[config.mk]
export PLATFORM = sky130hd
export DESIGN_NAME = cpt_card_transfer
export DESIGN_NICKNAME = d
export VERILOG_FILES = /design/src/logic/cpt_pkg.sv /design/src/logic/cpt_card_transfer.sv
export SDC_FILE = /design/constraint.sdc
export NUM_CORES = 1
export LEC_CHECK = 0
export BUFFER_PORTS_ARGS = -buffer_cell sky130_fd_sc_hd__buf_4
export CAP_MARGIN = 20
export CORE_ASPECT_RATIO = 0.75
export CORE_MARGIN = 8
export CORE_UTILIZATION = 57
export CTS_CLUSTER_SIZE = 30
export DETAILED_ROUTE_END_ITERATION = 8
export HOLD_SLACK_MARGIN = 0.06
export MAX_ROUTING_LAYER = met4
export PLACE_DENSITY = 0.82
export SETUP_SLACK_MARGIN = 0.05
export SYNTH_ARGS = -nofsm -noshare
export SYNTH_HDL_FRONTEND = slang
export SYNTH_SLANG_ARGS = --single-unit
[constraint.sdc]
create_clock -name pclk -period 3.85 [get_ports pclk]
set_input_delay 0.1925 -clock pclk [delete_from_list [all_inputs] [get_ports pclk]]
set_output_delay 0.1925 -clock pclk [all_outputs]
set_load 0.03 [all_outputs]
[src/logic/cpt_pkg.sv]
// Package: constants and types for the card parameter transfer controller
package cpt_pkg;
    // Register byte addresses (each register one aligned word)
    localparam logic [7:0] CPT_ADDR_COMMISSION  = 8'h00;
    localparam logic [7:0] CPT_ADDR_UPLOAD      = 8'h04;
    localparam logic [7:0] CPT_ADDR_DOWNLOAD    = 8'h08;
    localparam logic [7:0] CPT_ADDR_CLONE_INDEX = 8'h0c;
    localparam logic [7:0] CPT_ADDR_AUTO_POLICY = 8'h10;
    localparam logic [7:0] CPT_ADDR_REJECTED    = 8'h14;
    localparam logic [7:0] CPT_ADDR_STATUS      = 8'h18;
    localparam logic [7:0] CPT_ADDR_CLEAR       = 8'h1c;

    // Commissioning selector values
    localparam logic [6:0] CPT_SEL_READY    = 7'h00;
    localparam logic [6:0] CPT_SEL_QUICK    = 7'h01;
    localparam logic [6:0] CPT_SEL_INVERTER = 7'h02;
    localparam logic [6:0] CPT_SEL_TRANSFER = 7'h1e;
    localparam logic [6:0] CPT_SEL_SAFETY   = 7'h5f;

    // Transfer request values
    localparam logic [1:0] CPT_REQ_OFF   = 2'h0;
    localparam logic [1:0] CPT_REQ_PANEL = 2'h1;
    localparam logic [1:0] CPT_REQ_CARD  = 2'h2;

    // Automatic download policy values
    localparam logic [1:0] CPT_AUTO_NEVER = 2'h0;
    localparam logic [1:0] CPT_AUTO_ONCE  = 2'h1;
    localparam logic [1:0] CPT_AUTO_ALWAYS = 2'h2;
    localparam logic [1:0] CPT_AUTO_RESET = CPT_AUTO_ONCE;

    localparam logic [6:0] CPT_CLONE_MAX  = 7'h63;
    localparam logic [6:0] CPT_CLONE_AUTO = 7'h00;

    // Status register bit positions
    localparam int CPT_ST_BUSY       = 0;
    localparam int CPT_ST_READY      = 1;
    localparam int CPT_ST_FAULT_LAMP = 2;
    localparam int CPT_ST_MISSING    = 3;
    localparam int CPT_ST_INVALID    = 4;
    localparam int CPT_ST_INCOMPAT   = 5;
    localparam int CPT_ST_NVM        = 6;
    localparam int CPT_ST_ALARM      = 7;
    localparam int CPT_ST_AUTO_DONE  = 8;
    localparam int CPT_ST_CARD       = 9;

    // Lamp flash half period
    localparam int CPT_FLASH_MS     = 250;
    localparam int CPT_CLK_KHZ      = 50000;
    localparam int CPT_FLASH_CYCLES = CPT_FLASH_MS * CPT_CLK_KHZ;

    // Card / storage operation codes issued to the back end
    typedef enum logic [2:0] {
        CPT_OP_NONE,
        CPT_OP_SAVE_WORKING,
        CPT_OP_WRITE_CARD,
        CPT_OP_READ_CARD,
        CPT_OP_COMMIT,
        CPT_OP_RESTORE
    } cpt_op_t;

    // Back end result codes
    localparam logic [1:0] CPT_RES_OK      = 2'h0;
    localparam logic [1:0] CPT_RES_INVALID = 2'h1;
    localparam logic [1:0] CPT_RES_INCOMPAT = 2'h2;
    localparam logic [1:0] CPT_RES_NVM     = 2'h3;
endpackage : cpt_pkg

[src/logic/cpt_card_transfer.sv]
// Card parameter transfer controller with APB register access
//
// Function
// - Selector takes 0,1,2,30,95; transfers need 30
// - Clone index 0..99 picks card file
// - Upload request: 0 off, 1 panel, 2 card
// - Save working set before card upload
// - Upload success clears selector, request; ready
// - Upload failure: missing or storage fault lamp
// - Ready lamp flashes during card upload
// - Fault state: fault lamp on, ready off
// - Download request: 0 off, 1 panel, 2 card
// - Commands ignored during download
// - Download cannot be aborted
// - Failed download restores stored set
// - Incompatible parameter: fault, record first number
// - Download success clears selector, request; ready
// - Download failure reports one of four faults
// - Auto download uses file zero, skipped if absent
// - Auto download loads all parameters incl. fail-safe
// - Policy 0: never auto download; reset reloads policy 1, so the next start-up still auto downloads
// - Policy 1: once, then policy becomes 0; reset reloads 1, so it repeats at each start-up
// - Policy 2: auto download every start-up
// - Card inserted with policy 0 raises alarm
// - Auto download success raises pending message
`timescale 1ns/1ps
module cpt_card_transfer #(
    parameter int FLASH_CYCLES = cpt_pkg::CPT_FLASH_CYCLES
) (
    input  wire logic                pclk,
    input  wire logic                presetn,
    input  wire logic                psel,
    input  wire logic                penable,
    input  wire logic                pwrite,
    input  wire logic [7:0]          paddr,
    input  wire logic [31:0]         pwdata,
    output logic                     pready,
    output logic [31:0]              prdata,
    output logic                     pslverr,
    input  wire logic                card_present,
    input  wire logic                clone00_present,
    output logic                     op_start,
    output cpt_pkg::cpt_op_t         op_code,
    output logic [6:0]               op_file,
    output logic                     op_all_params,
    input  wire logic                op_done,
    input  wire logic [1:0]          op_result,
    input  wire logic [15:0]         op_rejected_param,
    output logic                     ready_lamp,
    output logic                     fault_lamp,
    output logic                     transfer_busy
);
    import cpt_pkg::*;

    typedef enum logic [3:0] {
        S_STARTUP, S_IDLE, S_UP_SAVE, S_UP_WRITE, S_DN_READ, S_DN_COMMIT,
        S_DN_RESTORE, S_WAIT
    } cpt_state_t;

    typedef struct packed {
        cpt_state_t  state;
        cpt_state_t  after;
        logic        is_auto;
        logic        is_upload;
        logic [6:0]  selector;
        logic [1:0]  upload_req;
        logic [1:0]  download_req;
        logic [6:0]  clone_index;
        logic [1:0]  auto_policy;
        logic [15:0] rejected;
        logic        f_missing;
        logic        f_invalid;
        logic        f_incompat;
        logic        f_nvm;
        logic        alarm;
        logic        auto_done;
        logic        card_seen;
        logic        op_start;
        cpt_op_t     op_code;
        logic [6:0]  op_file;
        logic        op_all;
        logic [1:0]  pend_fault;
        logic        flash;
        logic [31:0] flash_cnt;
        logic [31:0] prdata;
    } cpt_regs_t;

    cpt_regs_t r_r, r_nxt;

    logic        wr_en;
    logic        rd_en;
    logic        fault_any;
    logic        busy;
    logic [31:0] status;

    assign wr_en = psel & penable & pwrite;
    assign rd_en = psel & ~penable & ~pwrite;
    assign busy  = (r_r.state != S_IDLE) && (r_r.state != S_STARTUP);
    assign fault_any = r_r.f_missing | r_r.f_invalid | r_r.f_incompat | r_r.f_nvm;

    always_comb begin
        status = 32'h0000_0000;
        status[CPT_ST_BUSY]       = busy;
        status[CPT_ST_READY]      = ready_lamp;
        status[CPT_ST_FAULT_LAMP] = fault_lamp;
        status[CPT_ST_MISSING]    = r_r.f_missing;
        status[CPT_ST_INVALID]    = r_r.f_invalid;
        status[CPT_ST_INCOMPAT]   = r_r.f_incompat;
        status[CPT_ST_NVM]        = r_r.f_nvm;
        status[CPT_ST_ALARM]      = r_r.alarm;
        status[CPT_ST_AUTO_DONE]  = r_r.auto_done;
        status[CPT_ST_CARD]       = card_present;
    end

    // Issue a back-end operation and park in the wait state
    function automatic cpt_regs_t issue(input cpt_regs_t s, input cpt_op_t op,
                                        input cpt_state_t nxt);
        cpt_regs_t t;
        t          = s;
        t.op_start = 1'b1;
        t.op_code  = op;
        t.after    = nxt;
        t.state    = S_WAIT;
        return t;
    endfunction : issue

    always_comb begin
        r_nxt          = r_r;
        r_nxt.op_start = 1'b0;
        r_nxt.card_seen = card_present;

        // Flash timer only runs during card upload
        if (r_r.is_upload && busy) begin
            if (r_r.flash_cnt >= FLASH_CYCLES - 1) begin
                r_nxt.flash_cnt = 32'h0000_0000;
                r_nxt.flash     = ~r_r.flash;
            end else begin
                r_nxt.flash_cnt = r_r.flash_cnt + 32'h0000_0001;
            end
        end else begin
            r_nxt.flash_cnt = 32'h0000_0000;
            r_nxt.flash     = 1'b0;
        end

        // Register writes; ignored while a download runs
        if (wr_en && !(busy && !r_r.is_upload)) begin
            case (paddr)
                CPT_ADDR_COMMISSION: begin
                    if (!busy && (pwdata[6:0] == CPT_SEL_READY ||
                                  pwdata[6:0] == CPT_SEL_QUICK ||
                                  pwdata[6:0] == CPT_SEL_INVERTER ||
                                  pwdata[6:0] == CPT_SEL_TRANSFER ||
                                  pwdata[6:0] == CPT_SEL_SAFETY) && pwdata[31:7] == 25'h0)
                        r_nxt.selector = pwdata[6:0];
                end
                CPT_ADDR_UPLOAD: begin
                    if (!busy && pwdata[31:0] <= 32'h2)
                        r_nxt.upload_req = pwdata[1:0];
                end
                CPT_ADDR_DOWNLOAD: begin
                    if (!busy && pwdata[31:0] <= 32'h2)
                        r_nxt.download_req = pwdata[1:0];
                end
                CPT_ADDR_CLONE_INDEX: begin
                    if (!busy && pwdata[31:0] <= {25'h0, CPT_CLONE_MAX})
                        r_nxt.clone_index = pwdata[6:0];
                end
                CPT_ADDR_AUTO_POLICY: begin
                    if (pwdata[31:0] <= 32'h2)
                        r_nxt.auto_policy = pwdata[1:0];
                end
                CPT_ADDR_CLEAR: begin
                    // Write-one-to-clear; acknowledging the alarm needs nothing more
                    if (pwdata[CPT_ST_MISSING])   r_nxt.f_missing  = 1'b0;
                    if (pwdata[CPT_ST_INVALID])   r_nxt.f_invalid  = 1'b0;
                    if (pwdata[CPT_ST_INCOMPAT])  r_nxt.f_incompat = 1'b0;
                    if (pwdata[CPT_ST_NVM])       r_nxt.f_nvm      = 1'b0;
                    if (pwdata[CPT_ST_ALARM])     r_nxt.alarm      = 1'b0;
                    if (pwdata[CPT_ST_AUTO_DONE]) r_nxt.auto_done  = 1'b0;
                end
                default: ;
            endcase
        end

        // Insertion alarm; set wins over a same-cycle clear
        if (card_present && !r_r.card_seen && r_r.auto_policy == CPT_AUTO_NEVER)
            r_nxt.alarm = 1'b1;

        case (r_r.state)
            S_STARTUP: begin
                // Start-up: policy decides auto download
                if (r_r.auto_policy != CPT_AUTO_NEVER && card_present && clone00_present) begin
                    if (r_r.auto_policy == CPT_AUTO_ONCE)
                        r_nxt.auto_policy = CPT_AUTO_NEVER;
                    r_nxt.is_auto   = 1'b1;
                    r_nxt.is_upload = 1'b0;
                    r_nxt.op_file   = CPT_CLONE_AUTO;
                    r_nxt.op_all    = 1'b1;
                    r_nxt = issue(r_nxt, CPT_OP_READ_CARD, S_DN_READ);
                end else begin
                    r_nxt.state = S_IDLE; // Absent file skips it
                end
            end
            S_IDLE: if (!fault_any) begin // Faults block restarts
                if (r_r.selector == CPT_SEL_TRANSFER && r_r.upload_req == CPT_REQ_CARD) begin
                    r_nxt.is_auto   = 1'b0;
                    r_nxt.is_upload = 1'b1;
                    r_nxt.op_file   = r_r.clone_index;
                    r_nxt.op_all    = 1'b0;
                    r_nxt = issue(r_nxt, CPT_OP_SAVE_WORKING, S_UP_SAVE);
                end else if (r_r.selector == CPT_SEL_TRANSFER &&
                             r_r.download_req == CPT_REQ_CARD) begin
                    r_nxt.is_auto   = 1'b0;
                    r_nxt.is_upload = 1'b0;
                    r_nxt.op_file   = r_r.clone_index;
                    r_nxt.op_all    = 1'b0;
                    r_nxt = issue(r_nxt, CPT_OP_READ_CARD, S_DN_READ);
                end
            end
            S_WAIT: begin
                if (op_done) begin
                    r_nxt.state      = r_r.after;
                    r_nxt.pend_fault = op_result;
                    if (op_result == CPT_RES_INCOMPAT) r_nxt.rejected = op_rejected_param;
                end else if (!card_present && r_r.op_code != CPT_OP_SAVE_WORKING &&
                             r_r.op_code != CPT_OP_RESTORE) begin
                    // Card pulled mid-transfer counts as missing card
                    r_nxt.state      = r_r.after;
                    r_nxt.pend_fault = CPT_RES_INVALID;
                    r_nxt.f_missing  = 1'b1;
                end
            end
            S_UP_SAVE: begin
                if (r_r.pend_fault != CPT_RES_OK) begin
                    r_nxt.f_nvm = 1'b1;
                    r_nxt.state = S_IDLE;
                end else if (!card_present) begin
                    r_nxt.f_missing = 1'b1;
                    r_nxt.state     = S_IDLE;
                end else begin
                    r_nxt = issue(r_nxt, CPT_OP_WRITE_CARD, S_UP_WRITE);
                end
            end
            S_UP_WRITE: begin
                if (r_r.pend_fault == CPT_RES_OK && !r_r.f_missing) begin
                    r_nxt.selector   = CPT_SEL_READY;
                    r_nxt.upload_req = CPT_REQ_OFF;
                end else if (!r_r.f_missing) begin
                    r_nxt.f_nvm = 1'b1;
                end
                r_nxt.state = S_IDLE;
            end
            S_DN_READ: begin
                if (r_r.f_missing) begin
                    r_nxt = issue(r_nxt, CPT_OP_RESTORE, S_DN_RESTORE);
                end else if (r_r.pend_fault == CPT_RES_OK) begin
                    r_nxt = issue(r_nxt, CPT_OP_COMMIT, S_DN_COMMIT);
                end else begin
                    case (r_r.pend_fault)
                        CPT_RES_INVALID:  r_nxt.f_invalid = 1'b1;
                        CPT_RES_INCOMPAT: begin
                            r_nxt.f_incompat = 1'b1;
                        end
                        default:          r_nxt.f_nvm = 1'b1;
                    endcase
                    r_nxt = issue(r_nxt, CPT_OP_RESTORE, S_DN_RESTORE);
                end
            end
            S_DN_COMMIT: begin
                if (r_r.pend_fault != CPT_RES_OK) begin
                    r_nxt.f_nvm = 1'b1;
                    r_nxt = issue(r_nxt, CPT_OP_RESTORE, S_DN_RESTORE);
                end else begin
                    if (r_r.is_auto) begin
                        r_nxt.auto_done = 1'b1;
                    end else begin
                        r_nxt.selector     = CPT_SEL_READY;
                        r_nxt.download_req = CPT_REQ_OFF;
                    end
                    r_nxt.state = S_IDLE;
                end
            end
            S_DN_RESTORE: begin
                r_nxt.state = S_IDLE;
            end
            default: r_nxt.state = S_IDLE;
        endcase

        // Read data registered at the setup edge
        if (rd_en) begin
            case (paddr)
                CPT_ADDR_COMMISSION:  r_nxt.prdata = {25'h0, r_r.selector};
                CPT_ADDR_UPLOAD:      r_nxt.prdata = {30'h0, r_r.upload_req};
                CPT_ADDR_DOWNLOAD:    r_nxt.prdata = {30'h0, r_r.download_req};
                CPT_ADDR_CLONE_INDEX: r_nxt.prdata = {25'h0, r_r.clone_index};
                CPT_ADDR_AUTO_POLICY: r_nxt.prdata = {30'h0, r_r.auto_policy};
                CPT_ADDR_REJECTED:    r_nxt.prdata = {16'h0, r_r.rejected};
                CPT_ADDR_STATUS:      r_nxt.prdata = status;
                default:              r_nxt.prdata = 32'h0000_0000;
            endcase
        end
    end

    always_ff @(posedge pclk or negedge presetn) begin
        if (!presetn) begin
            r_r             <= '0;
            r_r.state       <= S_STARTUP;
            r_r.after       <= S_IDLE;
            r_r.op_code     <= CPT_OP_NONE;
            r_r.auto_policy <= CPT_AUTO_RESET;
        end else begin
            r_r <= r_nxt;
        end
    end

    // Access phase is one cycle; read data latched in the setup cycle
    logic rd_pending_r;
    always_ff @(posedge pclk or negedge presetn) begin
        if (!presetn) begin
            rd_pending_r <= 1'b0;
        end else begin
            rd_pending_r <= psel & ~penable & ~pwrite;
        end
    end

    assign pready  = psel & penable & (pwrite | rd_pending_r);
    assign pslverr = 1'b0;
    assign prdata  = r_r.prdata;

    // Fault state overrides everything on the lamps
    assign fault_lamp    = fault_any;
    assign ready_lamp    = ~fault_any & (r_r.is_upload && busy ? r_r.flash : ~busy);
    assign transfer_busy = busy;
    assign op_start      = r_r.op_start;
    assign op_code       = r_r.op_code;
    assign op_file       = r_r.op_file;
    assign op_all_params = r_r.op_all;
endmodule : cpt_card_transfer

* After elaboration in Yosys (flattened, before gate mapping)
Cells that the tools add are included.
** Storage, ports and cells
- Memory bits (read-only) :: 0
- Bits in latches :: 0
- Register bits after elaboration :: 133
- Memory bits (writable) :: 0
- Bits of input ports :: 66
- Logic and storage cells :: 205
- Output and inout bits :: 49
- Memories :: 0
** Cells by class
- Multiplexer cells :: 76
- Shift operators :: 0
- Div/mod/pow operators :: 0
- Reduce and logical (&&, ||, !) cells :: 45
- $add $sub $neg :: 1
- Equal/unequal tests :: 34
- Multipliers :: 0
- Magnitude comparators :: 3
- Bitwise logic cells :: 20
** Operators with widths (count)
- 2-to-1 mux 132 bit :: 3
- one-hot mux 65 bit (5 select lines) :: 1
- 2-to-1 mux 126 bit :: 2
- 2-to-1 mux 80 bit :: 2
- 2-to-1 mux 128 bit :: 1
- one-hot mux 16 bit (7 select lines) :: 1
- one-hot mux 17 bit (6 select lines) :: 1
- 2-to-1 mux 79 bit :: 1
- one-hot mux 15 bit (5 select lines) :: 1
- 2-to-1 mux 32 bit :: 2
- one-hot mux 11 bit (5 select lines) :: 1
- one-hot mux 9 bit (6 select lines) :: 1
- 2-to-1 mux 45 bit :: 1
- 2-to-1 mux 42 bit :: 1
- 2-to-1 mux 7 bit :: 6
- 2-to-1 mux 33 bit :: 1
- adder 32 x 1 -> 32 bit (second input constant) :: 1
- == test 8 x 5 -> 1 bit (second input constant) :: 4
- >= comparator 32 x 24 -> 1 bit (second input constant) :: 1
- <= comparator 32 x 2 -> 1 bit (second input constant) :: 1
- <= comparator 32 x 7 -> 1 bit (second input constant) :: 1
- 2-to-1 mux 16 bit :: 2
- one-hot mux 6 bit (5 select lines) :: 1
- zero test 25 bit :: 1
- 43 further kinds :: 141

* Logic depth before layout (Yosys ltp)
- Depth after elaboration :: 15
- Mapped depth :: 8
- Gate-level depth less buffers :: 7

* Least setup slack after synthesis
OpenSTA, ideal clock, no wires.
- Kind :: register to register
- Start :: register r_r[131] in the netlist's numbering
- End :: register r_r[82] in the netlist's numbering
- Library setup time :: 126 ps
- Arrival :: 2357 ps
- Required time :: 3724 ps
- Stages on the path, launching flop included :: 8
- Buffers on the path :: 1
- Slack :: 1367 ps
- Clock period less this slack :: 2483 ps
- Cell sequence :: dfrtp_1 clkbuf_1 nor3_1 clkinv_1 a211oi_1 nor4b_4 nand2_1 a221o_1
** RTL lines
- start: declaration :: line cpt_card_transfer.sv:88 : cpt_regs_t r_r, r_nxt;
- start signal: assignment :: line cpt_card_transfer.sv:312 : r_r <= r_nxt;

==> out/results.ini <==
[power]
p_sw_uw=705
leakagePower_uw=0.00341
peakVddDrop_uv=334
clkPwrFrac=0.524
p_total_uw=3050
sw_frac_of_total=0.232
internal-power_uw=2340
seq_power_share=0.409
combinationalPowerShare=0.067
pwr_density_cell_nw_per_um2=420

[timing]
setup_viol=0
period_needed_ns=2.75
finalHoldViolCount=0
fin_ws_ns=1.10
fin_worst_skew_ns=0.0102
rsz0062_at_grt=no
finalSetupTns_ns=0
min_period_over_period=0.715
fmax_ghz=0.363
worstMarginPinSlew_ns=0.956
max_slew_margin=0.358
finalMaxSlewViolations=0

[critical_path]
timing.rr.start=r_r[131]$_DFFE_PN0P_
cp_max_fo=11
worstPathArrival_ns=3.04
endpoint=r_r[103]$_DFF_PN0_
startpoint=r_r[131]$_DFFE_PN0P_
crit_required_ns=4.14
r2r_slack_ns=1.10
r2r_end=r_r[103]$_DFF_PN0_
start_kind=register
path_class=register to register
endpoint_kind=register
r2r_cells=5

[placement]
gp_congestion=0.966
dp.cells=772
hpwl_um=11500
dpl_worst_slack_ns=1.18
port_buffers=97

[logic_synthesis]
synth_area_per_cell_um2=10.2
ys.flop_type=dfrtp_1
syn-instance-count=576
ys_types=65
ys_ff_latch=116
yosysSeqAreaShare=0.497
async_reset_ff_frac=1.00
synth-warning-count=0
synth_edf_count=0
syn_area_um2=5850

[clocking]
cts_setup_buffers=0
clk_pin_slew_worst_paths_ns=0.06
worstSkewPairLatency_ns=0.41
cts_tree=done
cts_buffer_depth=2
htreeDepth=4
root_buffer=clkbuf_16
cts_made_buffers=17
cts.sinks=116

[grt]
grt.overflow.total=0
grt_pass1_vias=4874
grt.total_usage=0.241
antenna_found_initial=0
grt_util_met2=0.364
grt_pass1_wl_um=25500
grt_max_degree=69
met1_usage=0.310
met3_usage=0.0637
top_usage_layer=met2

[run_status]
status=complete, no violations

[routing]
vias_per_cell=5.90
avgRoutedWirePerCell_um=19.2
dr.pass1.iters=6
dr.first_iter.drc_count=535
wirelength_um=15800
ant_nets=0
drcViolationCount=0
vias=4864

[cells_and_area]
final_cells=825
areaGrowthSynthToFinish_pct=24.1
drive_gt1_frac=0.253
final_common_cell=dfrtp_1
final_net_count=746
postLayoutCoreUtil=0.717
final_cell_mix=dfrtp_1 (114), buf_4 (101), nand2_1 (62)
antenna_cells=0
fill_cells=722

[floorplan]
row_count=32
die_width_um=133
die_h_um=104
core_area_um2=10100
ioPinCount=115
dieArea_um2=13800
initial_utilization=0.577

[run]
maxCapViolCount=0

[worst_hold_path]
hp-class=primary input to register

-- worst min-delay path by stage --
stage                       from  depth (start not counted)                   endpoint
detailed placement       presetn                          1          r_r[58]$_DFF_PN0_
CTS                 op_result[1]                          3        r_r[66]$_DFFE_PN0P_
floorplan                presetn                          0  op_all_params$_DFFE_PN0P_
global route        op_result[1]                          3        r_r[66]$_DFFE_PN0P_
finish              op_result[1]                          3        r_r[66]$_DFFE_PN0P_
global placement         presetn                          1         op_start$_DFF_PN0_
-- cell usage after synthesis, types with 3 or more instances --
cell type  instances  area, um^2
dfrtp_1          114        2850
nand2_1           62         233
nor2_1            56         210
buf_4             43         323
mux2_2            26         293
o21ai_0           23         115
nand3_1           22         110
nor3_1            21         105
inv_1             18        67.6
clkbuf_1          15        56.3
mux2i_1           15         150
nor4_1            14        87.6
xor2_1            12         105
xnor2_1           10        87.6
nand4_1            9        56.3
a22o_1             8        70.1
a21oi_1            6        30.0
a221oi_1           6        52.6
a22oi_1            6        45.0
or4_1              6        45.0
and3_1             5        31.3
nand3b_1           5        37.5
nor4b_1            5        43.8
ha_1               4        50.1
a211oi_1           3        22.5
and4_1             3        26.3
buf_1              3        11.3
buf_2              3        15.0
nand2b_1           3        18.8
or3_1              3        18.8
or4_4              3        33.8
-- metrics by stage --
step / cell area (um^2) / hold slack, ns
floorplan: 5940 / -0.103
global route: 7260 / 0.0723
CTS: 7260 / 0.0605
finish: 7260 / 0.0733
detailed placement: 6440 / 0.362
global placement: 6440 / 0.329
-- cell families after synthesis --
family | share of synthesized area
AOI/OAI and AO/OA | 0.0933
buffers and inverters | 0.0866
muxes | 0.0757
and+or+nand+nor | 0.206
adders and majority gates | 0.00856
other | 0.000641
DFF | 0.497
xor gates and xnor gates | 0.0329
-- registers in the layout, summed over array words and instances (netlist names) --
register / cells
prdata: 16
op_start: 1
rd_pending_r: 1
r_r: 87
op_all_params: 1
op_code: 3
op_file: 7
-- what timing repair did --
item / 4_1_cts / 5_1_grt
hold buffers: 21 / 0
hold endpoints to repair: 85 / 0
gates resized for setup: 0 / 0
-- critical path, cell delays in order, from the launching register on --
cell      delay, ns
dfrtp_1        0.48
nor3_1         0.44
clkinv_1       0.38
or4_1          0.81
nor4b_1        0.42
nor2_1         0.09
-- layer usage --
layer | part of all wire | wire (um)
met3 | 0.080 | 1260
met4 | 0.012 | 187
met5 | 0 | 0
met1 | 0.43 | 6870
met2 | 0.47 | 7510
-- area by class of cell --
class,instances,area [um^2],share of cell area
multi-input combinational,398,2530,0.349
timing repair buffer,122,968,0.133
clock inverter,11,125,0.0172
inverter,21,78.8,0.0109
sequential,116,2910,0.400
clock buffer,21,480,0.0662
tap,136,170,0.0234
-- power groups by stage --
stage | Clock [uW] | Sequential (uW) | Combinational (uW)
6_report | 1600 | 1250 | 203
5_1_grt | 1650 | 1250 | 221
4_1_cts | 1610 | 1250 | 201
3_5_place_dp | 0 | 1270 | 183
3_3_place_gp | 0 | 1270 | 180
2_1_floorplan | 0 | 1260 | 94.1
Note: power is estimated with default switching activity, not from simulation.
